**config.mk**
```make
export PLATFORM = sky130hd
export DESIGN_NAME = afe_output_power_control
export DESIGN_NICKNAME = d
export VERILOG_FILES = /design/src/core/afe_out_pkg.sv /design/src/core/xtal_clock_out.sv /design/src/core/hsync_regen.sv /design/src/core/afe_output_power_control.sv
export SDC_FILE = /design/constraint.sdc
export NUM_CORES = 1
export LEC_CHECK = 0
export BUFFER_PORTS_ARGS = -buffer_cell sky130_fd_sc_hd__buf_2
export CORE_UTILIZATION = 51
export CTS_CLUSTER_SIZE = 40
export DETAILED_ROUTE_END_ITERATION = 10
export GPL_TIMING_DRIVEN = 0
export HOLD_SLACK_MARGIN = 0.03
export PLACE_DENSITY = 0.88
export RECOVER_POWER = 100
export SKIP_LAST_GASP = 1
export SYNTH_ARGS = -nofsm -noshare
export SYNTH_HDL_FRONTEND = slang
export SYNTH_SLANG_ARGS = --single-unit
```
**constraint.sdc**
```tcl
create_clock -name clk_sys -period 3.8 [get_ports clk_sys]
set_input_delay 0.38 -clock clk_sys [delete_from_list [all_inputs] [get_ports clk_sys]]
set_output_delay 0.38 -clock clk_sys [all_outputs]
set_load 0.005 [all_outputs]
```
**src/core/afe_out_pkg.sv**
```systemverilog
package afe_out_pkg;

    // Register byte addresses (index times four, since printed offsets are not word multiples).
    localparam logic [7:0] IDX_OUTPUT_FORMAT_2 = 8'h29;
    localparam logic [7:0] IDX_HSYNC_WIDTH = 8'h2A;
    localparam logic [7:0] IDX_TRISTATE = 8'h2B;
    localparam logic [7:0] IDX_POWER = 8'h2C;
    localparam logic [9:0] ADDR_OUTPUT_FORMAT_2 = {IDX_OUTPUT_FORMAT_2, 2'b00};
    localparam logic [9:0] ADDR_HSYNC_WIDTH = {IDX_HSYNC_WIDTH, 2'b00};
    localparam logic [9:0] ADDR_TRISTATE = {IDX_TRISTATE, 2'b00};
    localparam logic [9:0] ADDR_POWER = {IDX_POWER, 2'b00};

    // Reset values.
    localparam logic [7:0] RST_OUTPUT_FORMAT_2 = 8'h00;
    localparam logic [7:0] RST_HSYNC_WIDTH = 8'h10;
    localparam logic [7:0] RST_TRISTATE = 8'hFF;
    localparam logic [7:0] RST_POWER = 8'h00;

    // Output format 2 fields.
    localparam int BIT_ANCHOR_EDGE = 4;
    localparam int BIT_XTAL_HALF = 5;
    localparam int BIT_XTAL_ENABLE = 6;

    // Tri-state control fields.
    localparam int BIT_TRI_RED = 0;
    localparam int BIT_TRI_GREEN = 1;
    localparam int BIT_TRI_BLUE = 2;
    localparam int BIT_TRI_SYNC = 3;
    localparam int BIT_TRI_PIXCLK = 4;
    localparam int BIT_TRI_PIXCLK_N = 5;
    localparam int BIT_TRI_VALID = 6;
    localparam int BIT_TRI_FIELD = 7;

    // Power control fields.
    localparam int BIT_PD_RED = 0;
    localparam int BIT_PD_GREEN = 1;
    localparam int BIT_PD_BLUE = 2;
    localparam int BIT_PD_SAMPLE_CLK = 3;

    localparam logic [1:0] RESP_OKAY = 2'b00;
    localparam logic [1:0] RESP_SLVERR = 2'b10;

endpackage

```
**src/core/xtal_clock_out.sv**
```systemverilog
`timescale 1ns/100ps
module xtal_clock_out
    import afe_out_pkg::*;
(
    // Clock and reset.
    input wire logic clk_sys,
    input wire logic arst_n,
    // Control.
    input wire logic enable,
    input wire logic half_rate,
    // Output.
    output logic crystal_clock_output
);

    logic phase;
    logic toggle_now;
    logic next_out;

    // The full-rate output is modelled as a toggle every clock; half rate toggles every second.
    assign toggle_now = half_rate ? phase : 1'b1;
    assign next_out = enable ? (crystal_clock_output ^ toggle_now) : 1'b0;

    always_ff @(posedge clk_sys or negedge arst_n) begin
        if (!arst_n) begin
            phase <= 1'b0;
            crystal_clock_output <= 1'b0;
        end else begin
            phase <= enable ? ~phase : 1'b0;
            crystal_clock_output <= next_out;
        end
    end

endmodule // xtal_clock_out

```
**src/core/hsync_regen.sv**
```systemverilog
`timescale 1ns/100ps
module hsync_regen
    import afe_out_pkg::*;
(
    // Clock and reset.
    input wire logic clk_sys,
    input wire logic arst_n,
    // Control.
    input wire logic [7:0] width,
    input wire logic anchor_trailing,
    // Sync in, already synchronised, and regenerated pulse out.
    input wire logic sync_edge,
    output logic regenerated_hsync_output
);

    // Trailing-anchored pulses need to start before the reference edge, so the output is
    // delayed by a full 255-pixel window; the leading-anchored path gets the same delay
    // to keep both modes at one latency.
    logic [8:0] count;
    logic [8:0] next_count;
    logic active;
    logic next_active;
    logic [8:0] start_at;
    logic [8:0] stop_at;

    assign start_at = anchor_trailing ? 9'd255 - {1'b0, width} : 9'd255;
    assign stop_at = anchor_trailing ? 9'd255 : 9'd255 + {1'b0, width};
    assign next_count = sync_edge ? 9'd0 : (count == 9'h1FF ? count : count + 9'd1);
    // A saturated counter means no recent sync, so no pulse may start from it.
    assign next_active = (next_count >= start_at) && (next_count < stop_at) &&
                         (count != 9'h1FF || sync_edge);

    always_ff @(posedge clk_sys or negedge arst_n) begin
        if (!arst_n) begin
            count <= 9'h1FF;
            active <= 1'b0;
        end else begin
            count <= next_count;
            active <= next_active;
        end
    end

    assign regenerated_hsync_output = active;

endmodule // hsync_regen

```
**src/core/afe_output_power_control.sv**
```systemverilog
`timescale 1ns/100ps
// Summary of operation
// - Bit 5 of output format picks full or half crystal rate on the crystal clock output.
// - Bit 6 enables the crystal clock output, which is held low when the bit is clear.
// - The regenerated hsync pulse lasts the programmed 8-bit pixel count, reset value 16.
// - The anchor setting fixes one pulse edge to the input sync and the width extends from it.
// - Anchor 0 fixes the leading edge, anchor 1 fixes the trailing edge and moves the lead.
// - The tri-state register resets to all ones so every digital output except the crystal clock output starts undriven.
// - Tri-state bits 0 to 2 release the red, green and blue data pins when set.
// - Tri-state bit 3 releases the hsync, buffered hsync and vsync outputs together.
// - Tri-state bits 4 to 7 release pixel clock, its inverse, data valid and field.
// - Power bits 0 to 2 power down the red, green and blue converters; reset is zero.
// - Power bit 3 powers down the sampling clock generator when set.
module afe_output_power_control
    import afe_out_pkg::*;
(
    // Clock and reset.
    input wire logic clk_sys,
    input wire logic arst_n,
    // AXI4-Lite write address.
    input wire logic [31:0] s_axi_awaddr,
    input wire logic s_axi_awvalid,
    output logic s_axi_awready,
    // AXI4-Lite write data.
    input wire logic [31:0] s_axi_wdata,
    input wire logic [3:0] s_axi_wstrb,
    input wire logic s_axi_wvalid,
    output logic s_axi_wready,
    // AXI4-Lite write response.
    output logic [1:0] s_axi_bresp,
    output logic s_axi_bvalid,
    input wire logic s_axi_bready,
    // AXI4-Lite read address.
    input wire logic [31:0] s_axi_araddr,
    input wire logic s_axi_arvalid,
    output logic s_axi_arready,
    // AXI4-Lite read data.
    output logic [31:0] s_axi_rdata,
    output logic [1:0] s_axi_rresp,
    output logic s_axi_rvalid,
    input wire logic s_axi_rready,
    // Input sync from the pin.
    input wire logic input_hsync,
    // Core-side pixel stream to be driven out.
    input wire logic [7:0] red_data,
    input wire logic [7:0] green_data,
    input wire logic [7:0] blue_data,
    input wire logic buffered_hsync,
    input wire logic buffered_vsync,
    input wire logic pixel_clock,
    input wire logic data_valid,
    input wire logic field,
    // Output pins with enables.
    output logic [7:0] red_out,
    output logic [7:0] green_out,
    output logic [7:0] blue_out,
    output logic [2:0] data_oe,
    output logic regenerated_hsync_output,
    output logic hsync_buffered_out,
    output logic vsync_buffered_out,
    output logic sync_oe,
    output logic pixel_clock_output,
    output logic pixel_clock_output_oe,
    output logic pixel_clock_output_inverted,
    output logic pixel_clock_output_inverted_oe,
    output logic data_valid_output,
    output logic data_valid_output_oe,
    output logic field_output,
    output logic field_output_oe,
    output logic crystal_clock_output,
    // Power controls to the analogue section.
    output logic [2:0] converter_power_down,
    output logic sample_clock_power_down
);

    ////////////////////////////////////////////////////////////////////////////////

    logic [7:0] output_format_2;
    logic [7:0] hsync_out_pulse_width;
    logic [7:0] output_tristate_control;
    logic [7:0] channel_power_control;

    logic aw_held;
    logic w_held;
    logic [9:0] aw_addr;
    logic [31:0] w_data;
    logic [3:0] w_strb;
    logic do_write;
    logic write_hit;
    logic read_hit;
    logic [7:0] read_value;

    function automatic logic addr_hit(input logic [9:0] a);
        addr_hit = (a == ADDR_OUTPUT_FORMAT_2) || (a == ADDR_HSYNC_WIDTH) ||
                   (a == ADDR_TRISTATE) || (a == ADDR_POWER);
    endfunction

    function automatic logic [7:0] reg_next(input logic [7:0] cur, input logic [9:0] a,
                                            input logic [9:0] target);
        reg_next = (a == target && w_strb[0]) ? w_data[7:0] : cur;
    endfunction

    ////////////////////////////////////////////////////////////////////////////////
    // Write path: address and data are caught in either order, then one response.

    assign s_axi_awready = !aw_held && !s_axi_bvalid;
    assign s_axi_wready = !w_held && !s_axi_bvalid;
    assign do_write = aw_held && w_held && !s_axi_bvalid;
    assign write_hit = addr_hit(aw_addr);

    always_ff @(posedge clk_sys or negedge arst_n) begin
        if (!arst_n) begin
            aw_held <= 1'b0;
            aw_addr <= 10'h000;
        end else if (s_axi_awvalid && s_axi_awready) begin
            aw_held <= 1'b1;
            aw_addr <= s_axi_awaddr[9:0];
        end else if (do_write) begin
            aw_held <= 1'b0;
        end
    end

    always_ff @(posedge clk_sys or negedge arst_n) begin
        if (!arst_n) begin
            w_held <= 1'b0;
            w_data <= 32'h00000000;
            w_strb <= 4'h0;
        end else if (s_axi_wvalid && s_axi_wready) begin
            w_held <= 1'b1;
            w_data <= s_axi_wdata;
            w_strb <= s_axi_wstrb;
        end else if (do_write) begin
            w_held <= 1'b0;
        end
    end

    always_ff @(posedge clk_sys or negedge arst_n) begin
        if (!arst_n) begin
            s_axi_bvalid <= 1'b0;
            s_axi_bresp <= RESP_OKAY;
        end else if (do_write) begin
            s_axi_bvalid <= 1'b1;
            s_axi_bresp <= write_hit ? RESP_OKAY : RESP_SLVERR;
        end else if (s_axi_bready) begin
            s_axi_bvalid <= 1'b0;
        end
    end

    always_ff @(posedge clk_sys or negedge arst_n) begin
        if (!arst_n) begin
            output_format_2 <= RST_OUTPUT_FORMAT_2;
            hsync_out_pulse_width <= RST_HSYNC_WIDTH;
            output_tristate_control <= RST_TRISTATE;
            channel_power_control <= RST_POWER;
        end else if (do_write) begin
            output_format_2 <= reg_next(output_format_2, aw_addr, ADDR_OUTPUT_FORMAT_2);
            hsync_out_pulse_width <= reg_next(hsync_out_pulse_width, aw_addr, ADDR_HSYNC_WIDTH);
            output_tristate_control <= reg_next(output_tristate_control, aw_addr, ADDR_TRISTATE);
            channel_power_control <= reg_next(channel_power_control, aw_addr, ADDR_POWER);
        end
    end

    ////////////////////////////////////////////////////////////////////////////////
    // Read path: one cycle from address to data; unmapped reads answer SLVERR with zero.

    assign s_axi_arready = !s_axi_rvalid;
    assign read_hit = addr_hit(s_axi_araddr[9:0]);
    assign read_value = (s_axi_araddr[9:0] == ADDR_OUTPUT_FORMAT_2) ? output_format_2 :
                        (s_axi_araddr[9:0] == ADDR_HSYNC_WIDTH) ? hsync_out_pulse_width :
                        (s_axi_araddr[9:0] == ADDR_TRISTATE) ? output_tristate_control :
                        (s_axi_araddr[9:0] == ADDR_POWER) ? channel_power_control : 8'h00;

    always_ff @(posedge clk_sys or negedge arst_n) begin
        if (!arst_n) begin
            s_axi_rvalid <= 1'b0;
            s_axi_rdata <= 32'h00000000;
            s_axi_rresp <= RESP_OKAY;
        end else if (s_axi_arvalid && s_axi_arready) begin
            s_axi_rvalid <= 1'b1;
            s_axi_rdata <= {24'h000000, read_value};
            s_axi_rresp <= read_hit ? RESP_OKAY : RESP_SLVERR;
        end else if (s_axi_rready) begin
            s_axi_rvalid <= 1'b0;
        end
    end

    ////////////////////////////////////////////////////////////////////////////////
    // Sync input: two flops, then a rising-edge detect on the second stage.

    logic hs_meta;
    logic hs_sync;
    logic hs_last;
    logic hs_edge;

    always_ff @(posedge clk_sys or negedge arst_n) begin
        if (!arst_n) begin
            hs_meta <= 1'b0;
            hs_sync <= 1'b0;
            hs_last <= 1'b0;
        end else begin
            hs_meta <= input_hsync;
            hs_sync <= hs_meta;
            hs_last <= hs_sync;
        end
    end

    assign hs_edge = hs_sync && !hs_last;

    hsync_regen u_hsync_regen (
        .clk_sys(clk_sys),
        .arst_n(arst_n),
        .width(hsync_out_pulse_width),
        .anchor_trailing(output_format_2[BIT_ANCHOR_EDGE]),
        .sync_edge(hs_edge),
        .regenerated_hsync_output(regenerated_hsync_output)
    );

    xtal_clock_out u_xtal_clock_out (
        .clk_sys(clk_sys),
        .arst_n(arst_n),
        .enable(output_format_2[BIT_XTAL_ENABLE]),
        .half_rate(output_format_2[BIT_XTAL_HALF]),
        .crystal_clock_output(crystal_clock_output)
    );

    ////////////////////////////////////////////////////////////////////////////////
    // Output data registers and pin enables.

    always_ff @(posedge clk_sys or negedge arst_n) begin
        if (!arst_n) begin
            red_out <= 8'h00;
            green_out <= 8'h00;
            blue_out <= 8'h00;
            hsync_buffered_out <= 1'b0;
            vsync_buffered_out <= 1'b0;
            pixel_clock_output <= 1'b0;
            pixel_clock_output_inverted <= 1'b1;
            data_valid_output <= 1'b0;
            field_output <= 1'b0;
        end else begin
            red_out <= red_data;
            green_out <= green_data;
            blue_out <= blue_data;
            hsync_buffered_out <= buffered_hsync;
            vsync_buffered_out <= buffered_vsync;
            pixel_clock_output <= pixel_clock;
            pixel_clock_output_inverted <= ~pixel_clock;
            data_valid_output <= data_valid;
            field_output <= field;
        end
    end

    assign data_oe = ~{output_tristate_control[BIT_TRI_BLUE],
                       output_tristate_control[BIT_TRI_GREEN],
                       output_tristate_control[BIT_TRI_RED]};
    assign sync_oe = ~output_tristate_control[BIT_TRI_SYNC];
    assign pixel_clock_output_oe = ~output_tristate_control[BIT_TRI_PIXCLK];
    assign pixel_clock_output_inverted_oe = ~output_tristate_control[BIT_TRI_PIXCLK_N];
    assign data_valid_output_oe = ~output_tristate_control[BIT_TRI_VALID];
    assign field_output_oe = ~output_tristate_control[BIT_TRI_FIELD];

    assign converter_power_down = {channel_power_control[BIT_PD_BLUE],
                                   channel_power_control[BIT_PD_GREEN],
                                   channel_power_control[BIT_PD_RED]};
    assign sample_clock_power_down = channel_power_control[BIT_PD_SAMPLE_CLK];

endmodule // afe_output_power_control

```
Word level (Yosys, flattened, before mapping)
Cells that the tools add are included.
- register bits after elaboration: 112
- output and inout port bits: 85
- input port bits: 137
- magnitude comparators: 2
- bitwise gates (word level): 9
- mux-type cells: 20
- reduce and logical (&&, ||, !) cells: 34
- add/sub/neg operators: 3
- eq/ne operators: 10
- operators with widths (kind ; number):
    $eq A10 B8 Y1 const B ; 8
    $mux W9 ; 4
    $mux W8 ; 4
    $logic_and A1 B1 Y1 ; 14
    $mux W1 ; 10
    $add A8 B8 Y9 const A ; 1
    $add A9 B1 Y9 const B ; 1
    $eq A9 B9 Y1 const B ; 1
    $ge A9 B9 Y1 ; 1
    $lt A9 B9 Y1 ; 1
    $ne A9 B9 Y1 const B ; 1
    $sub A8 B8 Y9 const A ; 1
    $reduce_and A2 Y1 ; 4
    $reduce_bool A2 Y1 ; 4
    $logic_or A1 B1 Y1 ; 7
    $not A1 Y1 ; 7
    $logic_not A1 Y1 ; 5
    $mux W2 ; 2
    $not A3 Y3 ; 1
    $xor A1 B1 Y1 ; 1

Depth between registers and ports, before layout
Gate-level depths: netlist of the first run.
- word-level depth: 6
- mapped depth: 12
- mapped depth without buffers: 12

Hierarchy
A second synthesis of the first run with hierarchy kept.
- cells, all modules: 420
- area total of the unflattened synthesis: 5144.9 µm²
- modules (own cells, without submodules) (module ; cells an instance ; times used ; sequential area each (µm²) ; area an instance (µm²)):
    afe_output_power_control ; 285 ; 1 ; 2464.9 ; 3977.6
    hsync_regen ; 128 ; 1 ; 261.5 ; 1083.5
    xtal_clock_out ; 7 ; 1 ; 50.0 ; 83.8

Worst setup path before layout of the first run
Ideal clock, no wire load.
- path type: register to register
- from: register u_hsync_regen.count[0]
- to: register u_hsync_regen.active (netlist: u_hsync_regen.regenerated_hsync_output)
- data required time: 3669 ps
- arrival time: 2343 ps
- setup time: 131 ps
- period minus slack after synthesis: 2474 ps
- path slack: 1326 ps
- path buffers: 0
- stages on the path, launching flop included: 12
- path through: dfstp_2 -> ha_1 -> nand2_1 -> nor3_2 -> mux2i_1 -> nor2_1 -> ha_1 -> nor2b_1 -> o31ai_1 -> a31oi_1 -> nor4_1 -> nor4_1
- longest elaborated chain between the ends: 6
- elaborated cells on any way between the ends: 10
- RTL lines (element ; line ; RTL):
    start, declared ; hsync_regen.sv:19 ; logic [8:0] count;
    start signal, assigned ; hsync_regen.sv:38 ; count <= next_count;
    $add A9 B1 Y9 or $eq A9 B9 Y1 (tied branches) ; hsync_regen.sv:28 ; assign next_count = sync_edge ? 9'd0 : (count == 9'h1FF ? count : count + 9'd1);
    $mux W9 * (2 in a row) ; hsync_regen.sv:28 ;
    net u_hsync_regen.next_count[1] ; hsync_regen.sv:20 ; logic [8:0] next_count;
    $ge A9 B9 Y1 or $lt A9 B9 Y1 (tied branches) ; hsync_regen.sv:30 ; assign next_active = (next_count >= start_at) && (next_count < stop_at) &&
    $logic_and A1 B1 Y1 * (2 in a row) ; hsync_regen.sv:30 ;
    net u_hsync_regen.next_active ; hsync_regen.sv:22 ; logic next_active;
    end signal, assigned ; hsync_regen.sv:39 ; active <= next_active;
    end, declared ; hsync_regen.sv:21 ; logic active;
The timed path passes the listed nets; every way through them passes the cells marked *.
A chain may end at the register's enable or synchronous reset.

Final worst setup path of the first run
- from: register s_axi_bvalid
- to: register output_format_2[3]
- longest elaborated chain between the ends: 3
- RTL lines (element ; line ; RTL):
    start, declared ; afe_output_power_control.sv:31 ; output logic s_axi_bvalid,
    start signal, assigned ; afe_output_power_control.sv:139 ; s_axi_bvalid <= 1'b0;
    start signal, assigned ; afe_output_power_control.sv:142 ; s_axi_bvalid <= 1'b1;
    start signal, assigned ; afe_output_power_control.sv:145 ; s_axi_bvalid <= 1'b0;
    $logic_not A1 Y1 ; afe_output_power_control.sv:108 ; assign do_write = aw_held && w_held && !s_axi_bvalid;
    $logic_and A1 B1 Y1 ; afe_output_power_control.sv:108 ;
    $reduce_and A2 Y1 (no source line) ; - ;
    end signal, assigned ; afe_output_power_control.sv:156 ; output_format_2 <= reg_next(output_format_2, aw_addr, ADDR_OUTPUT_FORMAT_2);
    end, declared ; afe_output_power_control.sv:78 ; logic [7:0] output_format_2;
No other way between the ends.

==> metrics.cfg, run 1 <==
[routing]
first_iter_violations = 96
viasPerCell = 5.27
drtAntennaViolNets = 0
dr.pass1.iters = 4
vias = 3676
wirelength_mm = 10.6
wl_per_cell_um = 15.2
drc = 0

[power_and_ir_drop]
intPower_uw = 1950
peakVddDrop_mv = 0.353
power_switching_uw = 867
swShare = 0.307
combPwrFrac = 0.213
power_density_nw_per_um2 = 467
leakage_uw = 0.00290
pwr-share-clk = 0.244
p_seq_frac = 0.543

[sta]
whs_ps = 101
finalSetupViolCount = 0
clock_skew_ps = 10.6
post-route-period-util = 0.830
setup_ws_ps = 647
fin_crit_ps = 3150
finalHoldViolCount = 0
tightest_slew_ps = 2940
rsz0062_at_grt = no
relSlewSlack = -0.957
slew_violations = 65
clock.fmax_mhz = 317
fin_setup_tns_ps = 0

[floorplan]
core_area_um2 = 9420
die_h_um = 102
ios = 222
row_count = 35
design.die.area_um2 = 10300
die_w_um = 102
start_util = 0.537

[worst_setup_path]
worst_path_max_delay_cell = nor4b_1
critPathLaunchType = flip-flop
path_depth = 5
crit_end = output_format_2[3]
timing.critical_path.cells = inv_1, and3_1, nand4_1, nor4b_1, mux2_2
critical_path_class = reg2reg
cp_max_fo = 8
endpoint_kind = flip-flop
crit_family = simple AND/OR/NAND/NOR gates
slowest_delay_ps = 1580
reg2reg_slack_ps = 650
rr_endpoint = output_format_2[3]
r2r-start = s_axi_bvalid
crit_start = s_axi_bvalid
crit_arrival_ps = 3420
critPathBufInv = 1
worstRegToRegCells = 5
cp.required_ps = 4070

[run_status]
violations = capacitance limit, slew limit
status = finished with violations

[synthesis]
synth_edf_count = 0
syn_area_per_cell_um2 = 12.5
ys.flop_type = dfrtp_1
synth_top_area_cell = dfrtp_1
ys_warn_count = 0
syn_area_um2 = 5050
synth_seq_cells = 110
synth_top_area_frac = 0.451
synth_cells = 403
synth.area.top_cells = dfrtp_1 (45%), dfstp_2 (9.9%), mux2_2 (9.8%), buf_4 (4.5%), ha_1 (4.5%)
synth_cell_types = 50
ys_seq_area_frac = 0.550
ys_async_sr_fraction = 1.00

[clock_tree]
hold_buffers = 0
cts_sinks = 110
cts_tree = built
cts.path.max_buffers = 2
post_cts_buffers = 0
clk_pin_slew_ps = 110
htree_levels = 3
cts_resized = 0
numCtsBuffers = 9
worstSkewPairLatency_ps = 370
clockRootBuffer = clkbuf_8

[layout]
finalNetCount = 719
final_common_cell = buf_2
ff_latch_area_um2 = 2780
fillCellCount = 749
syn_to_final_growth_pct = 19.6
final_cell_mix = buf_2 (95), dfrtp_1 (91), mux2_2 (42)
diodes = 0
drive_above_1_share = 0.351
multi_input_area_um2 = 1980

[min_path]
min_path_type = in2reg
min_from = green_data[1]

[global_route]
grtUsageTotal = 0.221
first_global_vias = 3742
antenna_found_initial = 0
met1_usage = 0.262
grt_pass1_wl_mm = 17.3
use_met3 = 0.0621
grt_max_degree = 57
gr-total-overflow = 0
gr-max-usage-layer = met2
grtUsageMet2 = 0.376

[placement]
portBuffers = 124
place_ws_ps = 917
gp_congestion = 0.828
dp_hpwl_mm = 7.99

[run]
maxCapViolCount = 2

power by group through the flow:
| stage | clock network, µW | registers (µW) | logic [µW] |
|---|---|---|---|
| 2_1_floorplan | 0 | 1520 | 423 |
| 3_3_place_gp | 0 | 1550 | 585 |
| 3_5_place_dp | 0 | 1560 | 628 |
| 4_1_cts | 708 | 1540 | 634 |
| 5_1_grt | 750 | 1560 | 671 |
| 6_report | 688 | 1530 | 600 |
worst min path at each step:
stage / slack, ps / endpoint / depth (start not counted)
2_1_floorplan: 80 / aw_addr[0] / 0
3_3_place_gp: 340 / hs_sync / 0
3_5_place_dp: 340 / hs_sync / 0
4_1_cts: 50 / green_out[0] / 1
5_1_grt: 80 / red_out[3] / 1
6_report: 100 / green_out[1] / 1
routing by layer:
metal | wire, µm | share of wire
met5 | 0 | 0
met4 | 246 | 0.023
met3 | 742 | 0.070
met2 | 5290 | 0.50
met1 | 4340 | 0.41
state kept, by name, summed over array words and instances (netlist names), 8 cells and up:
name,flops
aw_addr,10
blue_out,8
channel_power_control,8
green_out,8
hsync_out_pulse_width,8
output_format_2,8
output_tristate_control,8
red_out,8
s_axi_rdata,8
u_hsync_regen.count,9
w_data,8
synthesized netlist by cell type (all sizes together) (9+ instances only):
cell type,instances
nor2,23
mux2i,9
nand2,12
ha,18
inv,16
a21oi,23
and2,9
mux2,52
dfrtp,91
dfstp,19
buf,34
cells by family after synthesis:
group / after synthesis / synth area share
DFF: 110 / 0.550
and+or+nand+nor: 88 / 0.108
other: 1 / 0.000742
muxes: 61 / 0.140
buffers and inverters: 55 / 0.0649
xor gates and xnor gates: 11 / 0.0191
adders and majority gates: 18 / 0.0446
AOI/OAI and AO/OA: 59 / 0.0736
area by class of cell:
type | instances | share of cell area
flip-flops and latches | 110 | 0.460
well taps | 129 | 0.0267
clock inverters | 5 | 0.00870
repair buffers | 125 | 0.101
plain buffers | 39 | 0.0429
inverters | 16 | 0.00994
multi-input cells | 263 | 0.327
clock buffers | 11 | 0.0234
metrics by stage:
stage	instance area [µm²]	total power (µW)	instances	utilization
floorplan	5150	1940	428	-
global placement	5930	2130	681	0.630
CTS	6150	2880	698	0.653
finish	6040	2820	698	0.642
detailed placement	5960	2190	682	0.633
global route	6040	2980	698	0.642
Note: power is estimated with default switching activity, not from simulation.
==> run 2, diff against run 1 <==
--- a/config.mk
+++ b/config.mk
@@ -6,12 +6,12 @@
 export NUM_CORES = 1
 export LEC_CHECK = 0
 export BUFFER_PORTS_ARGS = -buffer_cell sky130_fd_sc_hd__buf_2
-export CORE_UTILIZATION = 51
+export CORE_UTILIZATION = 43
 export CTS_CLUSTER_SIZE = 40
 export DETAILED_ROUTE_END_ITERATION = 10
 export GPL_TIMING_DRIVEN = 0
 export HOLD_SLACK_MARGIN = 0.03
-export PLACE_DENSITY = 0.88
+export PLACE_DENSITY = 0.8
 export RECOVER_POWER = 100
 export SKIP_LAST_GASP = 1
 export SYNTH_ARGS = -nofsm -noshare
==> constraint.sdc (replaced) <==
create_clock -name clk_sys -period 2.9 [get_ports clk_sys]
set_input_delay 0.29 -clock clk_sys [delete_from_list [all_inputs] [get_ports clk_sys]]
set_output_delay 0.29 -clock clk_sys [all_outputs]
set_load 0.005 [all_outputs]
==> run 2 against run 1 <==
The flow now finishes without violations. Register-to-register slack got worse by 550 ps. Combinational power rose by 34%. Wire length rose by 0.29%. Sequential power rose by 33%. Die area rose by 18%. First-iteration DRC count rose by 34%. Via count fell by 1.3%. Clock-buffer cell count rose by 1. Non-clock buffer count rose by 8. Final cell count rose by 3.2%. Hold slack got worse by 53 ps. Design area rose by 3.6%. Critical path type unchanged. Critical endpoint is now u_hsync_regen.regenerated_hsync_output. Largest cell class unchanged.
==> metrics.cfg, run 2 (synthesis gave the netlist of run 1 again) <==
[placement]
placed_area_um2 = 5980  ; +0.29%
dpl.cell_count = 696  ; +2.1%
gp_congestion = 0.785  ; -5.1%
portBuffers = 124  ; unchanged
dp_hpwl_mm = 8.05  ; +0.70%

[clock_tree]
worstSkewPairLatency_ps = 340  ; -30 ps
clk_pin_slew_ps = 70  ; -40 ps
cts.path.max_buffers = 2  ; unchanged
cts_sinks = 110  ; unchanged
htree_levels = 3  ; unchanged
clockRootBuffer = clkbuf_16
cts_tree = built
numCtsBuffers = 9  ; unchanged

[layout]
diodes = 0  ; unchanged
finalInstanceArea_um2 = 6260  ; +3.6%
top_regs = aw_addr: 10 flops, u_hsync_regen.count: 9 flops
syn_to_final_growth_pct = 23.9
largest_register_ffs = 10  ; unchanged
fillCellCount = 1023  ; +37%
drive_above_1_share = 0.376  ; +0.0246
final_cell_mix = dfrtp_1 (91), buf_2 (90), mux2_2 (44)
fin_cells = 720  ; +3.2%
finalNetCount = 727  ; +1.1%
final_common_cell = dfrtp_1
top_register = aw_addr

[routing]
wirelength_mm = 10.6  ; +0.29%
drc = 0  ; unchanged
dr.pass1.iters = 4  ; unchanged
vias = 3628  ; -1.3%
drtAntennaViolNets = 0  ; unchanged
viasPerCell = 5.04  ; -4.3%
first_iter_violations = 129  ; +34%
wl_per_cell_um = 14.8  ; -2.8%

[global_route]
gr-total-overflow = 0  ; unchanged
grtUsageTotal = 0.185  ; -0.0364
grt_max_degree = 58  ; +1.8%
antenna_found_initial = 0  ; unchanged
grt_pass1_wl_mm = 16.9  ; -1.9%
first_global_vias = 3656  ; -2.3%

[power_and_ir_drop]
combPwrFrac = 0.204  ; -0.009
intPower_uw = 2810  ; +44%
power_switching_uw = 1150  ; +32%
leakage_uw = 0.00300  ; +3.4%
power_density_nw_per_um2 = 632  ; +35%
peakVddDrop_mv = 0.423  ; +20%
p_seq_frac = 0.513  ; -0.030
pwr-share-clk = 0.283  ; +0.039
swShare = 0.290  ; -0.0177

[sta]
whs_ps = 48.0  ; -53.4 ps
finalHoldViolCount = 0  ; unchanged
fin_crit_ps = 2810  ; -346 ps
clock.fmax_mhz = 356  ; +12%
slew_violations = 0  ; -100%
post-route-period-util = 0.968  ; +0.138
tightest_slew_ps = 1260  ; -1680 ps
relSlewSlack = 0.162  ; +1.12
finalSetupViolCount = 0  ; unchanged
clock_skew_ps = 7.27  ; -3.36 ps

[worst_setup_path]
crit_arrival_ps = 3010  ; -410 ps
cp.required_ps = 3110  ; -960 ps
worst_path_max_delay_cell = dfstp_2
cpMostUsedCell = nor4_1
cp_max_fo = 4  ; -4
timing.critical_path.cells = ha_4, nand2_2, nor3_4, buf_4, mux2i_1, nor2_1, ha_1, nor2b_1, o31ai_1, a31oi_1, nor4_1, nor4_1
critical_path_class = reg2reg
slowest_delay_ps = 570  ; -1010 ps
critPathLaunchType = flip-flop
endpoint_kind = flip-flop

[floorplan]
design.die.area_um2 = 12200  ; +18%
die_h_um = 110  ; +8.7%
core_area_um2 = 11400  ; +21%
start_util = 0.442  ; -0.0941
die_w_um = 110  ; +8.7%
ios = 222  ; unchanged
row_count = 39  ; +11%

[run_status]
status = finished, final reports clean

[min_path]
min_path_type = in2reg

[run]
maxCapViolCount = 0  ; -2

==> run 2: per-stage QoR <==
stage / TNS, ps / setup WS [ps] / total power, µW / util
after global placement: 0 / 111 / 2800 / 0.521
after floorplan: 0 / 426 / 2540 / -
after detailed placement: -2.19 / -2.19 / 2870 / 0.523
after CTS: 0 / 58.0 / 4010 / 0.548
final: 0 / 93.2 / 3960 / 0.548
after global routing: -18.6 / -18.6 / 4180 / 0.548
==> run 2: metal layers <==
metal  up-vias  global-route usage  share of wire
met2       151               0.313           0.50
met5         -                   0              0
met4         0              0.0733          0.019
met1      1745               0.224           0.40
met3        21              0.0482          0.078
li1       1711                   -              -
==> run 2: critical path, delay by kind of cell (launching register included) <==
family                   cells  cell delay (ps)
AO/OA/AOI/OAI                2              430
flip-flops                   1              570
AND/OR/NAND/NOR              6              870
buffers and inverters        1              140
multiplexers                 1              170
adder cells (fa/ha/maj)      2              480
==> run 2: final timing paths <==
kind	from	to	slack, ps	cells after the start
worst max register to register	u_hsync_regen.count[1]	u_hsync_regen.regenerated_hsync_output	90	12
worst max-delay path	u_hsync_regen.count[1]	u_hsync_regen.regenerated_hsync_output	90	12
worst min-delay path	blue_data[0]	blue_out[0]	50	1
worst min register to register	hs_meta	hs_sync	350	0
max in group asynchronous	arst_n	u_hsync_regen.regenerated_hsync_output	640	3
min in group asynchronous	arst_n	red_out[3]	760	2
==> run 2: area by class of cell <==
cell class | count | area [µm²] | share of cell area
sequential | 110 | 2780 | 0.443
clock inverter | 4 | 30.0 | 0.00480
multi-input combinational | 263 | 2060 | 0.330
tap | 143 | 179 | 0.0286
buffer | 39 | 268 | 0.0428
clock buffer | 12 | 236 | 0.0378
inverter | 16 | 60.1 | 0.00959
timing repair buffer | 133 | 648 | 0.104
==> run 2: power groups by stage <==
stage / logic [µW] / registers [µW] / clock network, µW
4_1_cts: 818 / 2030 / 1160
3_3_place_gp: 769 / 2040 / 0
6_report: 806 / 2030 / 1120
3_5_place_dp: 811 / 2060 / 0
5_1_grt: 907 / 2070 / 1210
2_1_floorplan: 555 / 1990 / 0
==> run 2: timing repair <==
item,in CTS,in global routing
pin swaps,0,8
buffers inserted,0,7
hold buffers,1,0
resized for setup,1,4
gates cloned,0,0
setup endpoints to repair,1,1
hold endpoints to repair,41,0
==> run 3, diff against run 2 <==
--- a/config.mk
+++ b/config.mk
@@ -11,9 +11,10 @@
 export DETAILED_ROUTE_END_ITERATION = 10
 export GPL_TIMING_DRIVEN = 0
 export HOLD_SLACK_MARGIN = 0.03
-export PLACE_DENSITY = 0.8
+export PLACE_DENSITY = 0.79
 export RECOVER_POWER = 100
 export SKIP_LAST_GASP = 1
 export SYNTH_ARGS = -nofsm -noshare
 export SYNTH_HDL_FRONTEND = slang
+export SYNTH_HIERARCHICAL = 1
 export SYNTH_SLANG_ARGS = --single-unit
==> run 3 against run 2 <==
The run now ends with DRC left. Via count is 3.2% higher. Final cell count increased by 1.7%. Synthesized cell count rose by 4.2%. Design area increased by 0.62%. Register-to-register slack gained 40 ps. Clock power grew 17%. Largest cell class unchanged. Flip-flop and latch count did not move. Combinational power down 4.7%. Power up 3.7%. Clock skew is 4.8 ps higher. Area after synthesis rose by 1.8%.
==> metrics.cfg, run 3 <==
[clock_tree]
cts_sinks = 110  ; unchanged
cts.path.max_buffers = 2  ; unchanged
cts_tree = built
clockRootBuffer = clkbuf_16
worstSkewPairLatency_ps = 350  ; about the same
clk_pin_slew_ps = 70  ; about the same
numCtsBuffers = 9  ; unchanged
htree_levels = 3  ; unchanged

[worst_setup_path]
cpMostUsedCell = o21ai_0
endpoint_kind = flip-flop
cp_max_fo = 7  ; +3
worst_path_max_delay_cell = dfstp_2
timing.critical_path.cells = ha_2, nand4_4, o211ai_1, o21ai_0, a21oi_2, ha_1, o21a_1, o21ai_0, a31oi_1, o311a_1
slowest_delay_ps = 550  ; -20 ps
critical_path_class = reg2reg
critPathLaunchType = flip-flop
cp.required_ps = 3120  ; about the same
crit_arrival_ps = 2990  ; -20 ps
crit_family = compound AO/OA/AOI/OAI gates
critPathBufInv = 0  ; -1

[global_route]
grt_max_degree = 68  ; +17%
use_met3 = 0.0506  ; +0.00242
gr-total-overflow = 0  ; unchanged
grtUsageTotal = 0.184  ; -0.000945
grtUsageMet2 = 0.300  ; -0.0128
first_global_vias = 3705  ; +1.3%
grt_pass1_wl_mm = 17.9  ; +6.0%
met1_usage = 0.232  ; +0.00761
antenna_found_initial = 0  ; unchanged
gr-max-usage-layer = met2

[sta]
rsz0062_at_grt = no
fin_crit_ps = 2770  ; -37.4 ps
tightest_slew_ps = 1390  ; +133 ps
post-route-period-util = 0.955  ; -0.0129
finalSetupViolCount = 0  ; unchanged
fin_setup_tns_ps = 0  ; unchanged
finalHoldViolCount = 0  ; unchanged
slew_violations = 0  ; unchanged
relSlewSlack = 0.0661  ; -0.0961
clock_skew_ps = 12.0  ; +4.76 ps
clock.fmax_mhz = 361  ; +1.4%
setup_ws_ps = 131  ; +37.4 ps

[floorplan]
row_count = 39  ; unchanged
ios = 222  ; unchanged
design.die.area_um2 = 12400  ; +1.8%
die_w_um = 111  ; +0.90%
die_h_um = 111  ; +0.90%
core_area_um2 = 11500  ; +0.85%
start_util = 0.447  ; +0.00429

[routing]
vias = 3744  ; +3.2%
first_iter_violations = 187  ; +45%
viasPerCell = 5.11  ; +1.5%
drc = 26  ; +26
drtAntennaViolNets = 0  ; unchanged
wirelength_mm = 11.1  ; +4.2%
dr.pass1.iters = 8  ; +4
wl_per_cell_um = 15.2  ; +2.5%

[synthesis]
synth.most_common_cell = dfrtp_1
ys_warn_count = 6  ; +6
syn_area_per_cell_um2 = 12.2  ; -2.3%
synth_edf_count = 0  ; unchanged
syn_area_um2 = 5140  ; +1.8%
synth_top_area_frac = 0.443  ; -0.00811
netlist_top_cells_count = dfrtp_1 (91), mux2_2 (35), buf_4 (29)
synth_cell_types = 58  ; +16%
synth_top_area_cell = dfrtp_1
synth_cells = 420  ; +4.2%
ys_async_sr_fraction = 1.00  ; unchanged
ys.flop_type = dfrtp_1
synth.area.top_cells = dfrtp_1 (44%), dfstp_2 (9.7%), mux2_2 (7.7%), mux2_4 (4.7%), ha_1 (4.4%)
synth_seq_cells = 110  ; unchanged
ys_seq_area_frac = 0.540  ; -0.00989

[power_and_ir_drop]
intPower_uw = 2960  ; +5.3%
leakage_uw = 0.00308  ; +2.5%
swShare = 0.279  ; -0.0112
power_density_nw_per_um2 = 651  ; +3.0%
total_power_uw = 4100  ; +3.7%
pwr-share-clk = 0.318  ; +0.035
combPwrFrac = 0.187  ; -0.017
p_seq_frac = 0.495  ; -0.018
power_switching_uw = 1140  ; -0.32%
peakVddDrop_mv = 0.455  ; +7.8%

[layout]
top_register = aw_addr
top_regs = aw_addr: 10 flops, u_hsync_regen/count: 9 flops
final_common_cell = buf_2
fillCellCount = 1013  ; -0.98%
diodes = 0  ; unchanged
finalNetCount = 739  ; +1.7%
largest_register_ffs = 10  ; unchanged
final_cell_mix = buf_2 (94), dfrtp_1 (91), clkbuf_1 (40)
syn_to_final_growth_pct = 22.4
drive_above_1_share = 0.341  ; -0.0348

[placement]
portBuffers = 123  ; -0.81%
dp_hpwl_mm = 8.05  ; about the same
place_ws_ps = 10.7  ; +12.9 ps
gp_congestion = 0.792  ; +0.84%

[min_path]
min_path_type = in2reg

[run_status]
violations = DRC
status = finished with violations

[run]
maxCapViolCount = 0  ; unchanged

-- run 3: layer usage --
| metal | part of all wire | up-vias |
|---|---|---|
| met2 | 0.49 | 168 |
| li1 | - | 1754 |
| met1 | 0.42 | 1805 |
| met3 | 0.077 | 17 |
| met4 | 0.020 | 0 |
| met5 | 0 | - |
-- run 3: through the flow --
step | area, µm² | hold slack (ps) | std cells | utilization
floorplan | 5240 | -5.59 | 445 | -
global placement | 6030 | 333 | 711 | 0.524
detailed placement | 6060 | 324 | 712 | 0.527
CTS | 6390 | 33.9 | 729 | 0.555
global route | 6300 | 29.9 | 732 | 0.547
finish | 6300 | 46.1 | 732 | 0.547
-- run 3: repair_timing --
action,CTS,global route
gates resized for setup,0,3
hold endpoints to repair,36,1
endpoints found under the setup margin,0,1
setup buffers,0,2
hold buffers,1,1
-- run 3: worst paths after layout --
check	startpoint	end	slack, ps	cells past startpoint
worst max-delay path	u_hsync_regen/count[0]	u_hsync_regen/regenerated_hsync_output	130	10
worst min register to register	hs_meta	hs_sync	350	0
worst max register to register	u_hsync_regen/count[0]	u_hsync_regen/regenerated_hsync_output	130	10
worst min-delay path	red_data[7]	red_out[7]	50	1
max in group asynchronous	arst_n	u_hsync_regen/regenerated_hsync_output	680	3
min in group asynchronous	arst_n	aw_addr[0]	670	2
-- run 3: power by group through the flow --
stage	Combinational, µW	Sequential, µW	Clock, µW
2_1_floorplan	518	2000	0
3_3_place_gp	743	2040	0
3_5_place_dp	787	2070	0
4_1_cts	794	2040	1340
5_1_grt	852	2070	1390
6_report	768	2030	1310
-- run 3: cells by family (layout without fill, tap and decap cells) --
group,count (synthesis),count (layout),synth area share
DFF,110,110,0.540
and+or+nand+nor,99,99,0.114
AOI/OAI and AO/OA,69,69,0.0900
buffers and inverters,60,204,0.0681
muxes,52,52,0.125
adders and majority gates,18,18,0.0438
xor gates and xnor gates,11,11,0.0187
other,1,26,0.000729
-- run 3: area by class of cell --
class | count | area [µm²] | area share
plain buffers | 41 | 264 | 0.0419
clock buffers | 11 | 233 | 0.0369
clock inverters | 5 | 83.8 | 0.0133
inverters | 19 | 71.3 | 0.0113
multi-input cells | 275 | 2070 | 0.328
flip-flops and latches | 110 | 2780 | 0.441
well taps | 143 | 179 | 0.0284
repair buffers | 128 | 623 | 0.0989
